### src/hdl/adcr_pkg.sv
// Shared constants and types for the converter status and calibration register bank
package adcr_pkg;

  // Control word field positions
  localparam int unsigned CTL_POWER_HI = 9;
  localparam int unsigned CTL_POWER_LO = 8;
  localparam int unsigned CTL_TARGET_HI = 7;
  localparam int unsigned CTL_TARGET_LO = 6;
  localparam int unsigned CTL_MODE = 5;
  localparam int unsigned CTL_CONV_START = 4;
  localparam int unsigned CTL_CAL_TYPE = 3;
  localparam int unsigned CTL_SCOPE_HI = 2;
  localparam int unsigned CTL_SCOPE_LO = 1;
  localparam int unsigned CTL_CAL_START = 0;

  // Status word field positions
  localparam int unsigned STS_ZERO_TOP = 15;
  localparam int unsigned STS_BUSY = 14;
  localparam int unsigned STS_ZERO_HI = 13;
  localparam int unsigned STS_ZERO_LO = 10;
  localparam int unsigned STS_POWER_HI = 9;
  localparam int unsigned STS_POWER_LO = 8;
  localparam int unsigned STS_IDENT_HI = 7;
  localparam int unsigned STS_IDENT_LO = 6;
  localparam int unsigned STS_MODE = 5;
  localparam int unsigned STS_DONT_CARE = 4;
  localparam int unsigned STS_CAL_TYPE = 3;
  localparam int unsigned STS_SCOPE_HI = 2;
  localparam int unsigned STS_SCOPE_LO = 1;
  localparam int unsigned STS_CAL_RUN = 0;

  // Calibration bank geometry
  localparam int unsigned CAL_COUNT = 10;
  localparam int unsigned CAL_DATA_W = 14;
  localparam logic [3:0] CAL_IDX_GAIN = 4'h0;
  localparam logic [3:0] CAL_IDX_OFFSET = 4'h1;
  localparam logic [3:0] CAL_IDX_ARRAY_LAST = 4'h9;

  // Values after reset
  localparam logic [13:0] CAL_OFFSET_RST = 14'h2000;
  localparam logic [13:0] CAL_OTHER_RST = 14'h0000;
  localparam logic [15:0] CTL_RST = 16'h0000;
  localparam logic [1:0] STS_IDENT_VAL = 2'h3;

  // Read target selection
  typedef enum logic [1:0] {
    ADCR_TGT_RESULT0 = 2'b00,
    ADCR_TGT_RESULT1 = 2'b01,
    ADCR_TGT_CAL = 2'b10,
    ADCR_TGT_STATUS = 2'b11
  } adcr_target_e;

  // Calibration scope selection
  typedef enum logic [1:0] {
    ADCR_SCOPE_ALL = 2'b00,
    ADCR_SCOPE_GAIN_OFFSET = 2'b01,
    ADCR_SCOPE_OFFSET = 2'b10,
    ADCR_SCOPE_GAIN = 2'b11
  } adcr_scope_e;

endpackage : adcr_pkg

### src/hdl/adcr_ptr_if.sv
// Interface between the register bank and its calibration pointer unit
`timescale 1ns/1ps
`default_nettype none
interface adcr_ptr_if;
  import adcr_pkg::*;
  adcr_scope_e scope;
  logic restart;
  logic step;
  logic [3:0] idx;

  modport bank (output scope, output restart, output step, input idx);
  modport ptr (input scope, input restart, input step, output idx);
endinterface : adcr_ptr_if
`default_nettype wire

### src/hdl/adcr_cal_ptr.sv
// Auto-incrementing calibration register pointer
`timescale 1ns/1ps
`default_nettype none
module adcr_cal_ptr
  import adcr_pkg::*;
(
  // Clock and reset
  input wire logic i_mclk,
  input wire logic i_srst,
  // Bank side
  adcr_ptr_if.ptr p
);

  logic [3:0] idx_r;
  logic [3:0] idx_nxt;

  // First register of a sequence: gain, except offset alone
  function automatic logic [3:0] first_of(input adcr_scope_e s);
    first_of = (s == ADCR_SCOPE_OFFSET) ? CAL_IDX_OFFSET : CAL_IDX_GAIN;
  endfunction : first_of

  // Last register of a sequence
  function automatic logic [3:0] last_of(input adcr_scope_e s);
    case (s)
      ADCR_SCOPE_ALL: last_of = CAL_IDX_ARRAY_LAST;
      ADCR_SCOPE_GAIN_OFFSET: last_of = CAL_IDX_OFFSET;
      ADCR_SCOPE_OFFSET: last_of = CAL_IDX_OFFSET;
      default: last_of = CAL_IDX_GAIN;
    endcase
  endfunction : last_of

  // Next pointer: restart wins over step so an abandoned sequence starts clean
  always_comb begin
    idx_nxt = idx_r;
    if (p.restart) begin
      idx_nxt = first_of(p.scope);
    end else if (p.step) begin
      if (idx_r == last_of(p.scope)) begin
        idx_nxt = first_of(p.scope);
      end else begin
        idx_nxt = idx_r + 4'h1;
      end
    end
  end

  // Pointer register; reset scope is all, so gain is addressed
  always_ff @(posedge i_mclk) begin
    if (i_srst) begin
      idx_r <= CAL_IDX_GAIN;
    end else begin
      idx_r <= idx_nxt;
    end
  end

  assign p.idx = idx_r;

endmodule : adcr_cal_ptr
`default_nettype wire

### src/hdl/adcr_regs.sv
// Status word and calibration register bank of a serial converter
`timescale 1ns/1ps
`default_nettype none
// Behaviour
// - Status bit 15 always reads zero.
// - Status bit 14 is high while a conversion or calibration runs.
// - Status bits 13 to 10 always read zero.
// - Status bits 9 and 8 echo the two power setting bits.
// - Status bits 7 and 6 always read one, marking the status word.
// - Status bit 5 shows interface mode and clears after a read cycle, unless a control write comes in the same cycle.
// - Status bit 3 shows the calibration type: self zero, system one.
// - Status bit 0 is high while a calibration is running.
// - Status bits 2 and 1 show the calibration scope selection.
// - Ten calibration registers exist, all host writable and readable.
// - The calibration engine updates the registers itself when calibrating.
// - Scope 00 all, 01 gain and offset, 10 offset, 11 gain.
// - Pointer returns to sequence start on control write or sequence end.
// - After reset pointer addresses gain, or offset when scope is 10.
// - Pointer steps by one after each access when scope spans several.
// - Host may abandon a sequence; next control write resets the pointer.
// - Calibration reads return two leading zero bits.
// - Offset register is two zeros and fourteen data bits, nominal 0x2000.
// - Read target 11 makes reads return the status word.
// - With start bit zero the scope field addresses registers.
// - Status fields clear at power-up.
module adcr_regs
  import adcr_pkg::*;
(
  // Clock and reset
  input wire logic i_mclk,
  input wire logic i_srst,
  // Control register write
  input wire logic i_ctrl_wr,
  input wire logic [15:0] i_ctrl_word,
  // Calibration register write from host
  input wire logic i_cal_wr,
  input wire logic [15:0] i_cal_wdata,
  // Read cycle end and read data
  input wire logic i_rd_done,
  output logic [15:0] o_rdata,
  // Conversion engine
  input wire logic i_conv_busy,
  input wire logic [13:0] i_conv_result,
  output logic o_conv_start,
  // Calibration engine
  input wire logic i_cal_done,
  input wire logic i_cal_upd_we,
  input wire logic [3:0] i_cal_upd_idx,
  input wire logic [13:0] i_cal_upd_data,
  output logic o_cal_start,
  output logic o_cal_type,
  output logic [1:0] o_cal_scope,
  // Trim values and settings towards the analog side
  output logic [13:0] o_gain_trim,
  output logic [13:0] o_offset_trim,
  output logic [1:0] o_power_setting,
  output logic o_mode_two_wire
);

  // Stored control fields
  logic [1:0] power_setting_r;
  adcr_target_e read_target_r;
  logic mode_two_wire_r;
  logic cal_type_select_r;
  adcr_scope_e cal_scope_r;
  logic cal_running_r;
  logic conv_start_r;
  logic cal_start_r;
  logic [15:0] rdata_r;
  logic [15:0] rdata_nxt;
  logic [15:0] status_word;

  // Calibration coefficient storage
  logic [CAL_DATA_W-1:0] cal_r [CAL_COUNT];

  // Decoded control word fields
  logic ctl_start_flag;
  logic ctl_conv_start;
  adcr_scope_e ctl_scope;
  adcr_target_e ctl_target;

  // Pointer unit connection
  adcr_ptr_if ptr_bus ();
  logic cal_access;

  // Per-entry write enables of the calibration bank
  logic [CAL_COUNT-1:0] eng_we;
  logic [CAL_COUNT-1:0] host_we;

  assign ctl_start_flag = i_ctrl_word[CTL_CAL_START];
  assign ctl_conv_start = i_ctrl_word[CTL_CONV_START];
  assign ctl_scope = adcr_scope_e'(i_ctrl_word[CTL_SCOPE_HI:CTL_SCOPE_LO]);
  assign ctl_target = adcr_target_e'(i_ctrl_word[CTL_TARGET_HI:CTL_TARGET_LO]);

  // Power setting bits follow each control write
  always_ff @(posedge i_mclk) begin
    if (i_srst) begin
      power_setting_r <= CTL_RST[CTL_POWER_HI:CTL_POWER_LO];
    end else if (i_ctrl_wr) begin
      power_setting_r <= i_ctrl_word[CTL_POWER_HI:CTL_POWER_LO];
    end
  end

  // Read target; it only moves on a control write, so reads never switch words mid-sequence
  always_ff @(posedge i_mclk) begin
    if (i_srst) begin
      read_target_r <= adcr_target_e'(CTL_RST[CTL_TARGET_HI:CTL_TARGET_LO]);
    end else if (i_ctrl_wr) begin
      read_target_r <= ctl_target;
    end
  end

  // Calibration type: self or system
  always_ff @(posedge i_mclk) begin
    if (i_srst) begin
      cal_type_select_r <= CTL_RST[CTL_CAL_TYPE];
    end else if (i_ctrl_wr) begin
      cal_type_select_r <= i_ctrl_word[CTL_CAL_TYPE];
    end
  end

  // Scope field; with the start bit clear it acts as the register address
  always_ff @(posedge i_mclk) begin
    if (i_srst) begin
      cal_scope_r <= adcr_scope_e'(CTL_RST[CTL_SCOPE_HI:CTL_SCOPE_LO]);
    end else if (i_ctrl_wr) begin
      cal_scope_r <= ctl_scope;
    end
  end

  // Mode bit: a write in the same cycle as a read end wins, so
  // a host in two-wire mode that rewrites it each write keeps it
  always_ff @(posedge i_mclk) begin
    if (i_srst) begin
      mode_two_wire_r <= CTL_RST[CTL_MODE];
    end else if (i_ctrl_wr) begin
      mode_two_wire_r <= i_ctrl_word[CTL_MODE];
    end else if (i_rd_done) begin
      mode_two_wire_r <= 1'b0;
    end
  end

  // Calibration running flag: a start wins over a done in the same cycle
  always_ff @(posedge i_mclk) begin
    if (i_srst) begin
      cal_running_r <= 1'b0;
    end else if (i_ctrl_wr && ctl_start_flag) begin
      cal_running_r <= 1'b1;
    end else if (i_cal_done) begin
      cal_running_r <= 1'b0;
    end
  end

  // One-cycle conversion start pulse towards the conversion engine
  always_ff @(posedge i_mclk) begin
    if (i_srst) begin
      conv_start_r <= 1'b0;
    end else begin
      conv_start_r <= i_ctrl_wr && ctl_conv_start;
    end
  end

  // One-cycle calibration start pulse; the engine sees it one clock after the write
  always_ff @(posedge i_mclk) begin
    if (i_srst) begin
      cal_start_r <= 1'b0;
    end else begin
      cal_start_r <= i_ctrl_wr && ctl_start_flag;
    end
  end

  // Pointer control; every control write restarts, including start-flag writes,
  // so an abandoned sequence can never leave the pointer mid-way
  assign cal_access = (i_cal_wr || (i_rd_done && (read_target_r == ADCR_TGT_CAL))) && !cal_running_r;
  assign ptr_bus.restart = i_ctrl_wr;
  assign ptr_bus.step = cal_access && !i_ctrl_wr;
  assign ptr_bus.scope = i_ctrl_wr ? ctl_scope : cal_scope_r;

  adcr_cal_ptr u_ptr (
    .i_mclk(i_mclk),
    .i_srst(i_srst),
    .p(ptr_bus.ptr)
  );

  // One-hot entry select, shared by the engine and host write paths
  function automatic logic [CAL_COUNT-1:0] entry_sel(input logic [3:0] idx);
    entry_sel = '0;
    for (int unsigned k = 0; k < CAL_COUNT; k++) begin
      if (idx == 4'(k)) begin
        entry_sel[k] = 1'b1;
      end
    end
  endfunction : entry_sel

  // Write enables; host writes are refused while a calibration runs
  assign eng_we = i_cal_upd_we ? entry_sel(i_cal_upd_idx) : '0;
  assign host_we = (i_cal_wr && !cal_running_r) ? entry_sel(ptr_bus.idx) : '0;

  // Calibration registers: the engine's update wins over a host write to
  // the same entry, since host access is only for manual adjustment
  generate
    for (genvar gi = 0; gi < CAL_COUNT; gi++) begin : g_cal
      localparam logic [3:0] IDX = 4'(gi);
      localparam logic [13:0] RST = (IDX == CAL_IDX_OFFSET) ? CAL_OFFSET_RST : CAL_OTHER_RST;
      always_ff @(posedge i_mclk) begin
        if (i_srst) begin
          cal_r[gi] <= RST;
        end else if (eng_we[gi]) begin
          cal_r[gi] <= i_cal_upd_data;
        end else if (host_we[gi]) begin
          cal_r[gi] <= i_cal_wdata[CAL_DATA_W-1:0];
        end
      end
    end
  endgenerate

  // Status word assembly
  always_comb begin
    status_word = 16'h0000;
    status_word[STS_ZERO_TOP] = 1'b0;
    status_word[STS_BUSY] = i_conv_busy | cal_running_r;
    status_word[STS_ZERO_HI:STS_ZERO_LO] = 4'h0;
    status_word[STS_POWER_HI:STS_POWER_LO] = power_setting_r;
    status_word[STS_IDENT_HI:STS_IDENT_LO] = STS_IDENT_VAL;
    status_word[STS_MODE] = mode_two_wire_r;
    status_word[STS_DONT_CARE] = 1'b0;
    status_word[STS_CAL_TYPE] = cal_type_select_r;
    status_word[STS_SCOPE_HI:STS_SCOPE_LO] = cal_scope_r;
    status_word[STS_CAL_RUN] = cal_running_r;
  end

  // Read data selection by read target
  always_comb begin
    case (read_target_r)
      ADCR_TGT_STATUS: rdata_nxt = status_word;
      ADCR_TGT_CAL: rdata_nxt = {2'b00, cal_r[ptr_bus.idx]};
      default: rdata_nxt = {2'b00, i_conv_result};
    endcase
  end

  // Registered read data, refreshed every cycle
  always_ff @(posedge i_mclk) begin
    if (i_srst) begin
      rdata_r <= 16'h0000;
    end else begin
      rdata_r <= rdata_nxt;
    end
  end

  // Outputs
  assign o_rdata = rdata_r;
  assign o_conv_start = conv_start_r;
  assign o_cal_start = cal_start_r;
  assign o_cal_type = cal_type_select_r;
  assign o_cal_scope = cal_scope_r;
  assign o_gain_trim = cal_r[CAL_IDX_GAIN];
  assign o_offset_trim = cal_r[CAL_IDX_OFFSET];
  assign o_power_setting = power_setting_r;
  assign o_mode_two_wire = mode_two_wire_r;

endmodule : adcr_regs
`default_nettype wire

### config.mk
export PLATFORM = sky130hd
export DESIGN_NAME = adcr_regs
export DESIGN_NICKNAME = d
export VERILOG_FILES = /design/src/hdl/adcr_pkg.sv /design/src/hdl/adcr_ptr_if.sv /design/src/hdl/adcr_cal_ptr.sv /design/src/hdl/adcr_regs.sv
export SDC_FILE = /design/constraint.sdc
export NUM_CORES = 1
export LEC_CHECK = 0
export BUFFER_PORTS_ARGS = -buffer_cell sky130_fd_sc_hd__buf_2
export CORE_ASPECT_RATIO = 2
export CORE_MARGIN = 4
export CORE_UTILIZATION = 51
export DETAILED_ROUTE_END_ITERATION = 10
export MAX_ROUTING_LAYER = met4
export PLACE_DENSITY_LB_ADDON = 0.12
export SYNTH_ARGS = -nofsm -noshare
export SYNTH_HDL_FRONTEND = slang
export SYNTH_HIERARCHICAL = 1
export SYNTH_SLANG_ARGS = --single-unit
### constraint.sdc
create_clock -name i_mclk -period 2.4 [get_ports i_mclk]
set_input_delay 0.36 -clock i_mclk [delete_from_list [all_inputs] [get_ports i_mclk]]
set_output_delay 0.36 -clock i_mclk [all_outputs]
set_load 0.02 [all_outputs]
==> impl_metrics.yaml, run 1 <==
sta:
  fmax_ghz: 0.4219
  worst_slew_pin_slew_ns: 1.267
  finClkSkew_ns: 0.01055
  slew_headroom_pct: 15.06
  period_needed_ns: 2.370
  rsz0062_at_grt: "false"
  slew_viol_final: 0
  fin_hold_ws_ns: 0.1598
  period_share_pct: 98.75
  setup-violations-final: 0
  final-hold-violation-count: 0
synth:
  synthTopCellsByArea: "edfxtp_1, a22o_1, mux2i_1"
  synth_top_area_cell: "edfxtp_1"
  synth_flop_cell: "edfxtp_1"
  synth-edff-count: 140
  syn_nets: 758
  postSynthCellCount: 685
  synth_cell_types: 63
  synth-warning-count: 6
  netlist_area_um2: 8667
  syn_avg_cell_area_um2: 12.65
  async_flop_share_pct: 0
  synth-seq-area-share_pct: 55.44
  synth_top_area_share_pct: 48.51
  ys_ff_latch: 170
clock_tree:
  root_buffer: "clkbuf_16"
  cts_resized: 0
  htree_levels: 4
  cts_tree: "built"
  clkSinkCount: 170
  hold_buffers: 0
  worst_skew_pair.late_latency_ns: 0.44
  clk_path_buf_depth: 2
  clkTransAtPathRegs_ns: 0.07
  numCtsBuffers: 17
  cts_setup_buffers: 0
floorplan:
  die-width_um: 100.2
  core_area_um2: 16770
  rows: 67
  die_area_um2: 19270
  initial_core_util_pct: 51.69
  boundaryPins: 124
  fp.dieH_um: 192.4
route:
  vias: 6784
  wire_per_inst_um: 27.57
  drc_errors: 0
  first_pass_iters: 5
  drt_wl_total_mm: 27.96
  drt_iter0_markers: 615
  antenna_left: 0
  vias_per_cell: 6.690
placement:
  dp_hpwl_mm: 19.55
  gp_congestion: 0.8710
  dp.cells: 982
  port_buffers: 114
final_layout:
  fin_cells: 1014
  area_growth_pct: 17.09
  layout_commonest_cell: "edfxtp_1"
  antenna_cells: 0
  layout_common_cells: "edfxtp_1, a22o_1, buf_2"
  drive_gt1_share_pct: 29.86
  fin_nets: 867
setup_path:
  cp-end-kind: "flip-flop"
  cp-start-kind: "flip-flop"
  reg2reg_depth: 3
  cp_max_fo: 14
  crit_required_ns: 2.70
  reg2reg_from: "u_ptr/p.idx[3]"
  arrival_ns: 2.67
  r2r_end: "cal_r[0][2]"
  r2r_slack_ns: 0.03
  crit_type: "reg -> reg"
power_and_ir_drop:
  vdd_drop_max_uv: 545.6
  power_density_nw_per_um2: 705.9
  p_leak_nw: 3.812
job:
  cap_viol_max_count: 0
global_routing:
  grt_max_degree: 32
  first_global_vias: 6920
  antenna_found_initial: 0
  overflow: 0
  grt.total_usage_pct: 30.00
  grt_first_pass_wirelength_mm: 40.52
worst_hold_path:
  min_from: "i_ctrl_word[4]"
  min_path_type: "in -> reg"
  min_to: "o_conv_start"
  min_path_cells: 2
outcome:
  status: "finished clean"
[power breakdown]
part | switching (mW) | internal [mW] | total [mW] | leakage (nW)
sequential | 0.0771 | 3.36 | 3.44 | 1.67
combinational | 0.565 | 0.292 | 0.857 | 1.85
clock | 1.21 | 1.66 | 2.87 | 0.293
total | 1.86 | 5.31 | 7.16 | 3.81
[routing by layer]
metal / vias up / track usage, % / share of wire [%]
met5: - / - / 0
met2: 372 / 49.13 / 51
li1: 2951 / - / -
met1: 3346 / 30.97 / 32
met4: 0 / 26.00 / 9.6
met3: 115 / 4.233 / 6.8
[metrics by stage]
| step | instance area (um^2) | setup slack [ns] | TNS [ns] | power, mW | utilization (%) |
|---|---|---|---|---|---|
| global route | 10150 | 0.01188 | 0 | 7.365 | 60.53 |
| CTS | 10120 | 0.1059 | 0 | 7.183 | 60.34 |
| global placement | 9504 | 0.04526 | 0 | 4.323 | 56.69 |
| floorplan | 8667 | -0.05637 | -3.155 | 3.980 | - |
| detailed placement | 9504 | 0.008884 | 0 | 4.349 | 56.69 |
| finish | 10150 | 0.03002 | 0 | 7.164 | 60.53 |
[kinds of logic after synthesis]
logic type	share of synthesized area [%]
muxes	7.810
and+or+nand+nor	9.081
buffers and inverters	5.067
other	0.04327
adders and majority gates	0.1443
DFF	55.44
AOI/OAI and AO/OA	22.32
xor gates and xnor gates	0.1011
[critical path, stage by stage, from the launching register on]
cell	delay [ns]
dfxtp_1	0.44
or3_4	0.47
nor3_2	1.03
a22o_2	0.29
[cells in the mapped netlist (all sizes together) (8+ instances only)]
cell type / number
a211oi: 14
a21oi: 16
a22o: 139
buf: 64
clkbuf: 17
dfxtp: 30
edfxtp: 140
mux2i: 62
nand2: 8
nand2b: 12
nor2: 33
nor2b: 11
nor3: 20
o21ai: 16
o22ai: 21
o2bb2ai: 9
[state kept, by name (all words and copies together) (netlist names), 2 cells and up]
| name | flops |
|---|---|
| o_cal_scope | 2 |
| u_ptr/p.idx | 4 |
| o_power_setting | 2 |
| o_rdata | 15 |
| read_target_r | 2 |
| cal_r | 140 |
[area by class of cell]
type                            instances  area (um^2)
Timing Repair Buffer                  171        998.5
Inverter                                4        15.01
Sequential cell                       170         4808
Multi-Input combinational cell        430         3455
Fill cell                            1374         6618
Clock buffer                           17        425.4
Tap cell                              207        259.0
Clock inverter                         15        187.7
[worst max-delay path by stage]
stage	start	end	slack [ns]	cells past startpoint
final	u_ptr/p.idx[3]	cal_r[0][2]	0.03	3
after global routing	u_ptr/p.idx[3]	cal_r[0][1]	0.01	3
after CTS	u_ptr/p.idx[0]	cal_r[5][11]	0.11	3
after floorplan	u_ptr/p.idx[3]	cal_r[1][0]	-0.06	4
after global placement	i_cal_wr	cal_r[0][12]	0.05	5
after detailed placement	i_cal_wr	cal_r[0][2]	0.009	5
Power figures use the tool's default switching activity.
==> run 2: changes to the inputs <==
Settings changed: ABC_AREA set to 1.
==> run 2 against run 1 <==
  * Sequential share of layout area is 1.2 points higher
  * Clock skew is 0.00085 ns lower
  * First-iteration DRC count is 3.1% lower
  * Non-clock buffer count is 14 lower
  * Flip-flop and latch count stayed put
  * Die area is 2.1% lower
  * Area after synthesis is 2.3% lower
  * Via count is 7.3% higher
  * Wire length is 11% lower
==> impl_metrics.yaml, run 2 <==
sta:
  setup-violations-final: 0
  period_share_pct: 82.96
  period_needed_ns: 1.991
  slew_headroom_pct: 52.49
  slew_viol_final: 0
  layout_setup_ws_ns: 0.4090
  finClkSkew_ns: 0.009698
  fmax_ghz: 0.5023
  worst_slew_pin_slew_ns: 0.7126
  fin_hold_ws_ns: 0.1306
  rsz0062_at_grt: "false"
  tns_ns: 0
  final-hold-violation-count: 0
synth:
  synth-warning-count: 6
  netlist_area_um2: 8469
  synth_flop_cell: "edfxtp_1"
  syn_avg_cell_area_um2: 9.107
  synth.most_common_cell: "nand2_1"
  synthTopCellsByArea: "edfxtp_1, nand2_1, o22ai_1"
  ys_ff_latch: 170
  synth-seq-area-share_pct: 56.73
  synth_top_area_share_pct: 49.64
  synth-edff-count: 140
  async_flop_share_pct: 0
  synthTopCellsByCount: "nand2_1, edfxtp_1, o22ai_1"
  synth_cell_types: 35
  syn_nets: 1003
  synth_top_area_cell: "edfxtp_1"
  postSynthCellCount: 930
final_layout:
  multiInputGateArea_um2: 3131
  drive_gt1_share_pct: 20.71
  fin_cells: 1271
  layout_commonest_cell: "nand2_1"
  fillers: 1414
  seq_area_um2: 4806
  fin_nets: 1127
  top_register: "cal_r"
  area_growth_pct: 16.75
  largest_reg_flops: 140
  antenna_cells: 0
  layout_common_cells: "nand2_1, edfxtp_1, o22ai_1"
clock_tree:
  worst_skew_pair.late_latency_ns: 0.43
  clk_path_buf_depth: 2
  numCtsBuffers: 17
  clkSinkCount: 170
  cts_tree: "built"
  clkTransAtPathRegs_ns: 0.07
  hold_buffers: 0
  cts_setup_buffers: 0
  htree_levels: 4
  root_buffer: "clkbuf_16"
  cts_resized: 0
job:
  cap_viol_max_count: 0
power_and_ir_drop:
  report.power.total_mw: 6.839
  vdd_drop_max_uv: 544.0
  p_leak_nw: 4.241
  power_density_nw_per_um2: 691.7
setup_path:
  crit_path_top_delay_cell: "dfxtp_2"
  cp_cell_sequence: "nor2_4, nand2_1, nor3_2, nand3_1, nand3_1, buf_4"
  cp-end-kind: "flip-flop"
  arrival_ns: 2.13
  crit_top_cell: "nand3_1"
  cp_max_fo: 18
  crit_type: "reg -> reg"
  max_stage_delay_ns: 0.46
  cp-start-kind: "flip-flop"
  crit_required_ns: 2.54
route:
  drc_errors: 0
  wire_per_inst_um: 19.48
  drt_iter0_markers: 596
  antenna_left: 0
  vias: 7280
  vias_per_cell: 5.728
  drt_wl_total_mm: 24.77
  first_pass_iters: 6
global_routing:
  antenna_found_initial: 0
  overflow: 0
  grt.total_usage_pct: 27.12
  first_global_vias: 7069
  grt_max_degree: 63
  grt_first_pass_wirelength_mm: 38.04
outcome:
  status: "finished clean"
floorplan:
  die_area_um2: 18860
  fp.dieH_um: 190.2
  die-width_um: 99.12
  initial_core_util_pct: 52.06
  rows: 66
  boundaryPins: 124
  core_area_um2: 16270
placement:
  dp_hpwl_mm: 17.79
  dp_slack_ns: 0.3900
  dp.cells: 1239
  gp_congestion: 0.8877
  port_buffers: 114
worst_hold_path:
  min_path_type: "in -> reg"
[run 2: metal layers]
metal	share of wire (%)	GRT usage, %	wire length [um]
met1	37	30.50	9061
met2	54	48.11	13320
met3	6.4	4.394	1595
met4	3.2	9.837	785
met5	0	-	0
[run 2: worst max-delay path: cells and delay by family (launching register included)]
| family | cells | cell delay, ns |
|---|---|---|
| buf+inv | 1 | 0.24 |
| simple gates | 5 | 1.00 |
| flops | 1 | 0.46 |
[run 2: path summary, 6_finish.rpt]
check,start,end,slack (ns),cells after the start
worst max-delay path,u_ptr/p.idx[0],cal_r[0][3],0.41,6
worst min-delay path,i_cal_done,cal_running_r,0.13,2
worst max register to register,u_ptr/p.idx[0],cal_r[0][3],0.41,6
worst min register to register,o_cal_type,o_cal_type,0.49,2
[run 2: area by class of cell]
cell class	count	share of cell area, %
clock buffer	18	4.441
clock inverter	14	1.101
inverter	68	2.581
multi-input combinational	640	31.66
sequential	170	48.60
tap	204	2.581
timing repair buffer	157	9.035
[run 2: cell families after synthesis]
family	share of synthesized area (%)
AO/OA/AOI/OAI	15.33
flip-flops	56.73
AND/OR/NAND/NOR	21.44
buffers and inverters	6.308
adder cells (fa/ha/maj)	0.1477
other	0.04428
[run 2: metrics by stage]
stage	utilization [%]	cell area (um^2)
floorplan	-	8469
global placement	57.41	9340
detailed placement	57.41	9340
CTS	60.78	9888
global route	60.78	9888
finish	60.78	9888
[run 2: power by group]
| part | switching, mW | internal (mW) |
|---|---|---|
| clock | 1.20 | 1.37 |
| sequential | 0.0644 | 3.34 |
| combinational | 0.610 | 0.254 |
| total | 1.87 | 4.97 |
